[config.mk]
export PLATFORM = sky130hd
export DESIGN_NAME = aat_trigger_ctrl
export DESIGN_NICKNAME = d
export VERILOG_FILES = /design/src/pkg/aat_pkg.sv /design/src/pkg/aat_conv_if.sv /design/src/rtl/aat_trigger_ctrl.sv /design/src/rtl/aat_rate_timer.sv
export SDC_FILE = /design/constraint.sdc
export NUM_CORES = 1
export LEC_CHECK = 0
export CAP_MARGIN = 20
export CORE_MARGIN = 2
export CORE_UTILIZATION = 45
export CTS_BUF_LIST = sky130_fd_sc_hd__clkbuf_4 sky130_fd_sc_hd__clkbuf_8 sky130_fd_sc_hd__clkbuf_16
export DETAILED_ROUTE_END_ITERATION = 6
export DONT_BUFFER_PORTS = 1
export SYNTH_ARGS = -nofsm -noshare
export SYNTH_HDL_FRONTEND = slang
export SYNTH_SLANG_ARGS = --single-unit
[constraint.sdc]
create_clock -name i_clk -period 8.8 [get_ports i_clk]
set_input_delay 1.32 -clock i_clk [delete_from_list [all_inputs] [get_ports i_clk]]
set_output_delay 1.32 -clock i_clk [all_outputs]
set_load 0.05 [all_outputs]
[src/pkg/aat_pkg.sv]
/*
 * package for the auxiliary converter trigger and scaling block:
 * register word addresses, field positions, reset values, timing.
 * assumes a 200 MHz system clock and an AHB-Lite register bus.
 */
package aat_pkg;

   // -----------------------------------------------------------------
   // register indexes (byte address is four times the index)
   // -----------------------------------------------------------------
   localparam logic [7:0] IDX_CTRL_ONE = 8'h90;
   localparam logic [7:0] IDX_CTRL_TWO = 8'h91;
   localparam logic [7:0] IDX_IN_ONE = 8'h98;
   localparam logic [7:0] IDX_IN_TWO = 8'h99;
   localparam logic [7:0] IDX_IN_THREE = 8'h9A;
   localparam logic [7:0] IDX_IN_FOUR = 8'h9B;
   localparam logic [7:0] IDX_STATUS = 8'hA0;

   // -----------------------------------------------------------------
   // field positions
   // -----------------------------------------------------------------
   localparam int ENA_BIT = 15;
   localparam int CTC_BIT = 14;
   localparam int POLL_BIT = 13;
   localparam int MODE_HI = 13;
   localparam int MODE_LO = 12;
   localparam int RATE_HI = 10;
   localparam int RATE_LO = 8;
   localparam int RBM_BIT = 1;
   localparam int SCALE_HI = 14;
   localparam int SCALE_LO = 13;
   localparam int REF_BIT = 12;
   localparam int NUM_IN = 8;
   localparam int NUM_EXT = 4;

   // -----------------------------------------------------------------
   // reset values and codes
   // -----------------------------------------------------------------
   localparam logic [15:0] RST_CTRL_TWO = 16'h0002;
   localparam logic [15:0] RST_IN_CFG = 16'h7000;
   localparam logic [1:0] TMODE_OFF = 2'h0;
   localparam logic [1:0] TMODE_INHIBIT = 2'h1;
   localparam logic [1:0] TMODE_HW = 2'h3;
   localparam logic [1:0] SCALE_OFF = 2'h0;

   // -----------------------------------------------------------------
   // timing
   // -----------------------------------------------------------------
   localparam longint CLK_HZ = 200000000;
   localparam longint BASE_HZ = 1;
   localparam longint BASE_CYC = CLK_HZ / BASE_HZ;
   localparam int CONV_NS = 100;
   localparam int CONV_CYC = (CONV_NS + 4) / 5;

   typedef enum logic [1:0] {AAT_IDLE, AAT_CONV, AAT_NEXT} aat_state_t;

endpackage

[src/pkg/aat_conv_if.sv]
/*
 * interface between the sequencer and the rate timer.
 * assumes one clock domain.
 */
`timescale 1ns/100ps
interface aat_conv_if;
   logic [2:0] rate;
   logic enable;
   logic tick;
   modport seq (output rate, output enable, input tick);
   modport tmr (input rate, input enable, output tick);
endinterface

[src/rtl/aat_trigger_ctrl.sv]
/*
 * auxiliary converter trigger, input sequencing and scaling control.
 * assumes an AHB-Lite master on the same clock; trigger pin is async.
 */
// How it works
// - mode field default 00, trigger ignored
// - mode 01 inhibits measurements while active
// - mode 11 only trigger starts, poll ignored
// - chosen trigger edge starts exactly one set
// - rate field picks 1 to 256 Hz
// - poll write starts one set
// - continuous mode starts sets periodically
// - per-input reference bit, default bandgap
// - internal inputs always use backup supply
// - buffer always on or bandgap-only
// - per-input scale field, default divide four
// - internal supply inputs fixed divide by two
// - poll bit self-clears when set finishes
// - only selected inputs are converted
`timescale 1ns/100ps
module aat_trigger_ctrl #(
   parameter longint P_BASE_CYC = aat_pkg::BASE_CYC
) (
   input wire logic i_clk,
   input wire logic i_nrst,
   input wire logic i_hsel,
   input wire logic [31:0] i_haddr,
   input wire logic [1:0] i_htrans,
   input wire logic i_hwrite,
   input wire logic [2:0] i_hsize,
   input wire logic [31:0] i_hwdata,
   input wire logic i_hready,
   output logic [31:0] o_hrdata,
   output logic o_hreadyout,
   output logic o_hresp,
   input wire logic i_trigger_pin,
   input wire logic i_gpio_polarity_bit,
   input wire logic i_conv_done,
   output logic o_conv_start,
   output logic [2:0] o_conv_input,
   output logic o_conv_use_bandgap,
   output logic [1:0] o_conv_divider,
   output logic o_bandgap_buffer_on,
   output logic o_busy
);
   import aat_pkg::*;

   // ----------------------------------------------------------------
   // register bus
   // ----------------------------------------------------------------
   logic [15:0] ctrl1_ff, nxt_ctrl1, ctrl2_ff, nxt_ctrl2;
   logic [15:0] incfg_ff [NUM_EXT];
   logic [15:0] nxt_incfg [NUM_EXT];
   logic wr_ff, nxt_wr;
   logic [7:0] widx_ff, nxt_widx;
   logic [31:0] rdata_ff, nxt_rdata;
   logic [7:0] aidx;
   logic set_done;

   assign aidx = i_haddr[9:2];
   assign o_hreadyout = 1'b1;
   assign o_hresp = 1'b0;

   // address phase capture, read data and register writes
   always_comb begin
      nxt_wr = 1'b0;
      nxt_widx = widx_ff;
      nxt_rdata = rdata_ff;
      nxt_ctrl1 = ctrl1_ff;
      nxt_ctrl2 = ctrl2_ff;
      for (int k = 0; k < NUM_EXT; k++) begin
         nxt_incfg[k] = incfg_ff[k];
      end
      if (set_done) begin
         nxt_ctrl1[POLL_BIT] = 1'b0;
      end
      if (wr_ff) begin
         case (widx_ff)
            IDX_CTRL_ONE: nxt_ctrl1 = i_hwdata[15:0];
            IDX_CTRL_TWO: nxt_ctrl2 = i_hwdata[15:0];
            IDX_IN_ONE: nxt_incfg[0] = i_hwdata[15:0];
            IDX_IN_TWO: nxt_incfg[1] = i_hwdata[15:0];
            IDX_IN_THREE: nxt_incfg[2] = i_hwdata[15:0];
            IDX_IN_FOUR: nxt_incfg[3] = i_hwdata[15:0];
            default: nxt_wr = 1'b0;
         endcase
      end
      if (i_hsel && i_hready && i_htrans[1]) begin
         nxt_wr = i_hwrite;
         nxt_widx = aidx;
         case (aidx)
            IDX_CTRL_ONE: nxt_rdata = {16'h0, nxt_ctrl1};
            IDX_CTRL_TWO: nxt_rdata = {16'h0, nxt_ctrl2};
            IDX_IN_ONE: nxt_rdata = {16'h0, nxt_incfg[0]};
            IDX_IN_TWO: nxt_rdata = {16'h0, nxt_incfg[1]};
            IDX_IN_THREE: nxt_rdata = {16'h0, nxt_incfg[2]};
            IDX_IN_FOUR: nxt_rdata = {16'h0, nxt_incfg[3]};
            IDX_STATUS: nxt_rdata = {27'h0, o_busy, 1'b0, o_conv_input};
            default: nxt_rdata = 32'h0;
         endcase
      end
   end

   always_ff @(posedge i_clk or negedge i_nrst) begin
      if (!i_nrst) begin
         wr_ff <= 1'b0;
         widx_ff <= 8'h00;
         rdata_ff <= 32'h0;
         ctrl1_ff <= 16'h0000;
         ctrl2_ff <= RST_CTRL_TWO;
         for (int k = 0; k < NUM_EXT; k++) begin
            incfg_ff[k] <= RST_IN_CFG;
         end
      end else begin
         wr_ff <= nxt_wr;
         widx_ff <= nxt_widx;
         rdata_ff <= nxt_rdata;
         ctrl1_ff <= nxt_ctrl1;
         ctrl2_ff <= nxt_ctrl2;
         for (int k = 0; k < NUM_EXT; k++) begin
            incfg_ff[k] <= nxt_incfg[k];
         end
      end
   end

   assign o_hrdata = rdata_ff;

   // ----------------------------------------------------------------
   // trigger pin synchroniser and edge detect
   // ----------------------------------------------------------------
   logic [2:0] pin_ff, nxt_pin;
   logic pin_active, pin_edge;
   logic [1:0] tmode;
   logic enabled;

   assign nxt_pin = {pin_ff[1:0], i_trigger_pin};
   always_ff @(posedge i_clk or negedge i_nrst) begin
      if (!i_nrst) begin
         pin_ff <= 3'h0;
      end else begin
         pin_ff <= nxt_pin;
      end
   end

   assign tmode = ctrl2_ff[MODE_HI:MODE_LO];
   assign enabled = ctrl1_ff[ENA_BIT];
   // active level follows the polarity bit
   assign pin_active = (pin_ff[1] == i_gpio_polarity_bit);
   assign pin_edge = pin_active && (pin_ff[2] != i_gpio_polarity_bit);

   // ----------------------------------------------------------------
   // rate timer
   // ----------------------------------------------------------------
   aat_conv_if tif ();
   assign tif.rate = ctrl2_ff[RATE_HI:RATE_LO];
   assign tif.enable = enabled && ctrl1_ff[CTC_BIT] && (tmode != TMODE_HW);

   aat_rate_timer #(.P_BASE_CYC(P_BASE_CYC)) u_timer (
      .i_clk(i_clk),
      .i_nrst(i_nrst),
      .bus(tif.tmr)
   );

   // ----------------------------------------------------------------
   // trigger selection and sequencer
   // ----------------------------------------------------------------
   aat_state_t state_ff, nxt_state;
   logic [2:0] idx_ff, nxt_idx;
   logic [NUM_IN-1:0] sel;
   logic poll_pend_ff, nxt_poll_pend;
   logic sw_trig, trig, start_ff, nxt_start;
   logic [2:0] found;
   logic any;

   assign sel = ctrl1_ff[NUM_IN-1:0];

   // a poll write is remembered until the set it starts is over
   assign nxt_poll_pend = (wr_ff && widx_ff == IDX_CTRL_ONE
                           && i_hwdata[POLL_BIT]) ||
                          (poll_pend_ff && !set_done);

   // source of a start: software/timer, or the pin only in mode 11
   always_comb begin
      sw_trig = ctrl1_ff[CTC_BIT] ? tif.tick
                                  : (poll_pend_ff && state_ff == AAT_IDLE);
      case (tmode)
         TMODE_HW: trig = pin_edge;
         TMODE_INHIBIT: trig = sw_trig && !pin_active;
         default: trig = sw_trig;
      endcase
      trig = trig && enabled;
   end

   // first selected input at or after a start index
   function automatic logic [3:0] next_sel(input logic [7:0] s,
                                           input logic [3:0] from);
      logic [3:0] r;
      r = 4'h8;
      for (int k = NUM_IN - 1; k >= 0; k--) begin
         if (s[k] && 4'(k) >= from) begin
            r = 4'(k);
         end
      end
      return r;
   endfunction

   // sequencer: one conversion per selected input, triggers ignored until the set ends
   always_comb begin
      logic [3:0] n;
      n = 4'h8;
      nxt_state = state_ff;
      nxt_idx = idx_ff;
      nxt_start = 1'b0;
      set_done = 1'b0;
      case (state_ff)
         AAT_IDLE: begin
            n = next_sel(sel, 4'h0);
            if (trig && !n[3]) begin
               nxt_idx = n[2:0];
               nxt_start = 1'b1;
               nxt_state = AAT_CONV;
            end else if (trig) begin
               set_done = 1'b1;
            end
         end
         AAT_CONV: begin
            if (i_conv_done) begin
               nxt_state = AAT_NEXT;
            end
         end
         AAT_NEXT: begin
            n = next_sel(sel, {1'b0, idx_ff} + 4'h1);
            if (!n[3] && idx_ff != 3'h7) begin
               nxt_idx = n[2:0];
               nxt_start = 1'b1;
               nxt_state = AAT_CONV;
            end else begin
               set_done = 1'b1;
               nxt_state = AAT_IDLE;
            end
         end
         default: nxt_state = AAT_IDLE;
      endcase
   end

   always_ff @(posedge i_clk or negedge i_nrst) begin
      if (!i_nrst) begin
         state_ff <= AAT_IDLE;
         idx_ff <= 3'h0;
         poll_pend_ff <= 1'b0;
         start_ff <= 1'b0;
      end else begin
         state_ff <= nxt_state;
         idx_ff <= nxt_idx;
         poll_pend_ff <= nxt_poll_pend;
         start_ff <= nxt_start;
      end
   end

   // ----------------------------------------------------------------
   // per-input reference, divider and buffer control
   // ----------------------------------------------------------------
   logic use_bg;
   logic [1:0] div;

   always_comb begin
      if (idx_ff < 3'(NUM_EXT)) begin
         use_bg = incfg_ff[idx_ff[1:0]][REF_BIT];
         div = incfg_ff[idx_ff[1:0]][SCALE_HI:SCALE_LO];
      end else begin
         use_bg = 1'b0;
         // temperature sensor has no divider, supplies halve
         div = (idx_ff == 3'h7) ? 2'h1 : 2'h2;
      end
   end

   assign o_conv_start = start_ff;
   assign o_conv_input = idx_ff;
   assign o_conv_use_bandgap = use_bg;
   assign o_conv_divider = div;
   assign o_busy = (state_ff != AAT_IDLE);
   assign o_bandgap_buffer_on = enabled && (ctrl2_ff[RBM_BIT] ||
                                (o_busy && use_bg));
endmodule // aat_trigger_ctrl

[src/rtl/aat_rate_timer.sv]
/*
 * continuous-mode rate timer: one-cycle tick at the chosen rate.
 * assumes the sequencer drives rate and enable on the same clock.
 */
`timescale 1ns/100ps
module aat_rate_timer #(
   parameter longint P_BASE_CYC = aat_pkg::BASE_CYC
) (
   input wire logic i_clk,
   input wire logic i_nrst,
   aat_conv_if.tmr bus
);
   import aat_pkg::*;

   logic [31:0] cnt_ff, nxt_cnt, limit;
   logic tick_ff, nxt_tick;

   // period per rate code: 1, 4, 8 ... 256 Hz
   always_comb begin
      case (bus.rate)
         3'h0: limit = 32'(P_BASE_CYC);
         default: limit = 32'(P_BASE_CYC >> (32'(bus.rate) + 32'h1));
      endcase
      nxt_tick = 1'b0;
      nxt_cnt = cnt_ff + 32'h1;
      if (!bus.enable) begin
         nxt_cnt = 32'h0;
      end else if (cnt_ff + 32'h1 >= limit) begin
         nxt_cnt = 32'h0;
         nxt_tick = 1'b1;
      end
   end

   always_ff @(posedge i_clk or negedge i_nrst) begin
      if (!i_nrst) begin
         cnt_ff <= 32'h0;
         tick_ff <= 1'b0;
      end else begin
         cnt_ff <= nxt_cnt;
         tick_ff <= nxt_tick;
      end
   end

   assign bus.tick = tick_ff;
endmodule // aat_rate_timer

==> results of run 1 <==
worst min-delay path by stage:
stage | from | end | slack, ns | cells after the start
3_3_place_gp | pin_ff[0]$_DFF_PN0_ | pin_ff[1]$_DFF_PN0_ | 0.34 | 0
2_1_floorplan | pin_ff[0]$_DFF_PN0_ | pin_ff[1]$_DFF_PN0_ | 0.33 | 0
4_1_cts | pin_ff[0]$_DFF_PN0_ | pin_ff[1]$_DFF_PN0_ | 0.38 | 0
3_5_place_dp | pin_ff[0]$_DFF_PN0_ | pin_ff[1]$_DFF_PN0_ | 0.34 | 0
5_1_grt | pin_ff[0]$_DFF_PN0_ | pin_ff[1]$_DFF_PN0_ | 0.38 | 0
6_report | pin_ff[0]$_DFF_PN0_ | pin_ff[1]$_DFF_PN0_ | 0.38 | 0
critical path, cell delays in order (launching register included):
cell,delay (ns)
dfrtp_1,0.93
mux4_2,0.36
and2_1,0.47
a21oi_1,0.15
nor2b_1,0.75
registers in the layout, indices dropped and copies added (netlist names):
name	flops
incfg_ff	64
u_timer.cnt_ff	32
ctrl1_ff	16
ctrl2_ff	16
o_hrdata	16
widx_ff	8
o_conv_input	3
pin_ff	3
state_ff	2
o_conv_start	1
poll_pend_ff	1
u_timer.bus.tick	1
wr_ff	1
power breakdown:
part | switching, uW | internal [uW]
logic | 123 | 68.7
clock network | 307 | 474
registers | 58.8 | 786
total | 488 | 1330
placed cells by master (no fill, tap or decap), types with 14 or more instances in the layout:
cell,instances
nor3b_2,20
nand4_1,14
buf_4,14
clkbuf_16,17
conb_1,22
ha_1,32
nand2_1,104
nor2_1,38
nand3_1,17
a21oi_1,35
a222oi_1,19
mux2_2,90
inv_1,17
dfrtp_1,151
a22oi_1,19
xnor2_1,18
routing by layer:
layer,up-vias,part of all wire (%)
met2,191,47
li1,2888,-
met1,3239,45
met3,21,6.2
met5,-,0
met4,0,1.3
cell type report:
type | instances | share of cell area, %
timing repair buffer | 14 | 1.09
sequential | 164 | 42.8
tap | 265 | 3.44
multi-input combinational | 590 | 45.6
inverter | 17 | 0.662
clock inverter | 11 | 1.56
clock buffer | 21 | 4.92
per-stage QoR:
stage	instance area (um2)	util, %	worst slack (ns)	power [uW]
6_report	9630	49.8	4.40	1820
5_1_grt	9630	49.8	4.23	1890
4_1_cts	9630	49.8	4.35	1830
3_5_place_dp	9010	46.6	4.70	1050
3_3_place_gp	9010	46.6	4.68	1040
2_1_floorplan	8860	-	4.95	1010
cell families after synthesis:
group	Yosys count
fa+ha+maj	32
xor+xnor	29
simple gates	284
buf+inv	68
flops	164
other cells	2
mux	96
compound gates	127
==> metrics.txt, run 1 <==
Worst Reg-to-Reg Cells 14; Post-CTS Resized 0; Fmax roughly 230 MHz; Synth Area in Simple Gates 18.6%; remaining antenna violation count after routing 0; first-pass GRT wire length 34300 um; met2 Resource Use GR 34.7%; Nets 913; M3 GR Usage under 10%; DRT Pass-1 Iters 5; Post-Syn Area roughly 9000 um2; root buffer cell clkbuf_16; Syn. warnings 0; reg2reg setup slack around 4.7 ns; die height 144 um; flops & latches, synth 164; Pleak 0.00417 uW; worst hold-check path type reg -> reg; Clock transition at path regs approximately 0.070 ns; FF-to-FF Start u_timer.cnt_ff[0]$_DFF_PN0_; crit path launch o_conv_input[0]$_DFFE_PN0P_; most common cell in the netlist dfrtp_1; busiest layer in global routing met2; Final Setup Violations 0; vias per inst slightly below 6; vias in the first global route 6257; Required @ worst endpoint about 7.5 ns; max-cap violations 0; clock sinks between 150 and 200; ANT cells 0; Worst Tran Pin Value 1.00 ns; global route total overflow 0; gp weighted congestion 0.901; Clock Path Buffers 2; Worst Path Max Fanout 10; cells after synthesis between 800 and 900; Synth Area in Adders between 4 and 5%; final period utilization between 50% and 60%; register area slightly above 4000 um2; layout cells sized above 1 a little under a quarter; Slew HR about a third; GRT Total Usage between 20 and 25%; xor/xnor share of the synthesized area roughly 2.9%; Slew Limit Fails 0; Setup CP Type reg -> out; Area Growth Syn to Fin 9.64%; Avg WL per Cell around 20 um; vias approximately 6300; worst ir drop on vdd between 0.1 and 0.15 mV; Synth top area share 43.0%; DIE AREA just over 20000 um2; Critical Path Source Type register; portion of netlist area occupied by mux cells between 10% and 20%; crit path DAT about 3.1 ns; CTS tree built; placed insts 1050; GR Util met1 approximately 30%; Main synth FF type dfrtp_1; post-synthesis sequential area ratio between 40% and 50%; area occupied by multi-input gates roughly 4400 um2; CTS Buf Count 17; EDFF count, synth 0; Post-Syn Area per Cell ~11 um2; CP Capture Type primary output; fillcell total about 1700; routed wire length about 22000 um; Hold-fix buffers, CTS 0; Final min period roughly 4.4 ns; Initial Util between 40 and 50%; final hold viol count 0; Post-synth top cells 151 x dfrtp_1, 104 x nand2_1, 90 x mux2_2; TNS Setup 0 ns; Synth cell types between 60 and 70; status complete, no violations; 1st-iter DRT viols about 500; PD cells 189 nW/um2; Synth Area in Compound Gates roughly a tenth; asr flop ratio synth 100%; Core ar. approximately 19000 um2; FP Rows 51; port bufs 0; largest net degree at the start of global routing approximately 170; post-CTS setup buffers 0; Fin Hold WS about 0.38 ns; detailed placement HPWL 14800 um; initial antenna violation count 0; Residual DRC 0; Worst R2R End u_timer.bus.tick$_DFF_PN0_; Clock Latency Late Sink between 0.4 and 0.5 ns; top post-synthesis cells by area dfrtp_1 43%, mux2_2 12%, ha_1 4.6%, nand2_1 4.4%, dfstp_2 3.9%; RSZ-0062 raised after global routing no; Max Clock Skew around 0.0086 ns; Finished Layout Cells ~1100; Ports 120; Synth area leader dfrtp_1; CP endpoint o_bandgap_buffer_on; H-tree depth 4; main combinational cell family by area after synthesis simple AND/OR/NAND/NOR gates; die width about 140 um
Note: power is estimated with default switching activity, not from simulation.
==> run 2: changes to the inputs <==
- clock period: 8.8 -> 4.3 ns (I/O delays scaled with it)
==> metrics.txt, run 2 (synthesis results as in run 1) <==
status finished with violations; failing checks DRC; Clock Latency Late Sink 0.43 ns (about the same); GRT Total Usage 22.3% (+0.47 points); Pleak 0.00420 uW (+0.79%); Required @ worst endpoint 4.58 ns (-2.90 ns); FP Rows 51 (unchanged); Clock transition at path regs 0.07 ns (about the same); vias 6349 (+0.16%); CTS tree built; vias per inst 5.82 (-0.67%); 1st-iter DRT viols 585 (+17%); root buffer cell clkbuf_16; Slowest cell on crit path a2111oi_0; largest net degree at the start of global routing 152 (-7.9%); CP Capture Type register; Worst Tran Pin Value 0.959 ns (-0.0440 ns); Slew HR 35.6% (+3.0 points); Layout Cell Area excl Fill 9670 um2 (+0.39%); Area Growth Syn to Fin 10.1%; final hold viol count 0 (unchanged); Final min period roughly 3.6 ns; TNS Setup 0 ns (unchanged); Slew Limit Fails 0 (unchanged); Fmax between 200 and 300 MHz; vias in the first global route 6338 (+1.3%); initial antenna violation count 0 (unchanged); RSZ-0062 raised after global routing no; global route total overflow 0 (unchanged); Max stage delay on crit path 0.49 ns (-0.44 ns); Most common cell on crit path nor2_1; Post-CTS Resized 0 (unchanged); die width 144 um (unchanged); clock sinks 164 (unchanged); detailed placement HPWL 15100 um (+1.8%); most common cell after layout, fill and taps aside dfrtp_1; ANT cells 0 (unchanged); CTS Buf Count 17 (unchanged); max reg flops 64 (unchanged); port bufs 0 (unchanged); first-pass GRT wire length 35000 um (+2.1%); PD cells 376 nW/um2 (+99%); Worst Path Max Fanout 19 (+9); worst ir drop on vdd 0.306 mV (+110%); gp weighted congestion 0.874 (-3.1%); die height 144 um (unchanged); Critical Path Source Type register; final worst slack 0.718 ns (-3.68 ns); DIE AREA 20700 um2 (unchanged); pre-CTS setup slack 0.832 ns (-3.87 ns); worst path bufs/invs 1 (+1); most frequent cells in the layout 151 x dfrtp_1, 104 x nand2_1, 90 x mux2_2; Clock Path Buffers 2 (unchanged); routed wire length 21900 um (+1.2%); layout cells sized above 1 24.1% (+0.96 points); DRT Pass-1 Iters 7 (+2); final core utilization 50.0% (+0.19 points); Largest Register incfg_ff; Final Setup Violations 0 (unchanged); delay-heaviest family, CP simple AND/OR/NAND/NOR gates; fillcell total 1700 (-0.70%); cells along the critical path nand4_2, nor2_1, and4_1, nand3_1, xnor2_1, ha_1, nand4_1, nor2_1, o21ai_0, a2111oi_0, o31a_1, buf_4, nor3b_1; Residual DRC 12 (+12); placed cell areas 9070 um2 (+0.67%); worst hold-check path type in -> async; H-tree depth 4 (unchanged); biggest regs incfg_ff (64), u_timer.cnt_ff (32); crit path DAT 3.86 ns (+0.78 ns); Initial Util 45.4% (unchanged); Avg WL per Cell 20.1 um (+0.35%); Ports 120 (unchanged); Nets 922 (+0.99%); final period utilization a little over four fifths; remaining antenna violation count after routing 0 (unchanged); Setup CP Type reg -> reg; max-cap violations 0 (unchanged); Core ar. 19300 um2 (unchanged); Max Clock Skew 0.00914 ns (+0.000534 ns)
==> run 2: report_power, final <==
group,internal (uW),total (uW),switching [uW]
clock,812,1470,662
sequential,1610,1730,120
combinational,144,432,288
total,2570,3640,1070
==> run 2: layout make-up <==
class	count	area, um2	share of cell area [%]
multi-input cells	590	4390	45.4
flip-flops and latches	164	4120	42.6
clock buffers	17	425	4.40
well taps	265	332	3.43
repair buffers	23	193	1.99
clock inverters	15	149	1.54
inverters	17	63.8	0.660
==> run 2: what timing repair did <==
item                       4_1_cts  5_1_grt
setup buffers                    0        0
setup endpoints to repair        0        0
hold buffers                     1        0
hold endpoints to repair       151        0
==> run 2: final timing paths <==
kind / startpoint / slack [ns] / endpoint / cells after the start
setup / recovery: u_timer.cnt_ff[2]$_DFF_PN0_ / 0.72 / u_timer.cnt_ff[2]$_DFF_PN0_ / 13
hold / removal: i_nrst / 0.06 / incfg_ff[44]$_DFF_PN1_ / 0
setup reg to reg: u_timer.cnt_ff[2]$_DFF_PN0_ / 0.72 / u_timer.cnt_ff[2]$_DFF_PN0_ / 13
min in group i_clk: i_trigger_pin / 0.24 / pin_ff[0]$_DFF_PN0_ / 0
hold reg to reg: pin_ff[0]$_DFF_PN0_ / 0.37 / pin_ff[1]$_DFF_PN0_ / 0
max in group asynchronous: i_nrst / 3.52 / u_timer.cnt_ff[31]$_DFF_PN0_ / 1
==> run 2: routing by layer <==
metal	vias to the layer above	global-route usage [%]	wire [um]
met5	-	0	0
met4	0	6.04	274
met1	3228	30.3	9900
li1	2909	-	-
met3	25	6.26	1400
met2	187	35.2	10300
==> run 2: through the flow <==
step / total power, uW / cells / hold WS (ns)
after detailed placement: 2160 / 1058 / 0.347
after floorplan: 2070 / 822 / 0.331
final: 3640 / 1091 / 0.0616
after global routing: 3790 / 1091 / 0.0309
after CTS: 3660 / 1091 / 0.0416
after global placement: 2140 / 1058 / 0.346
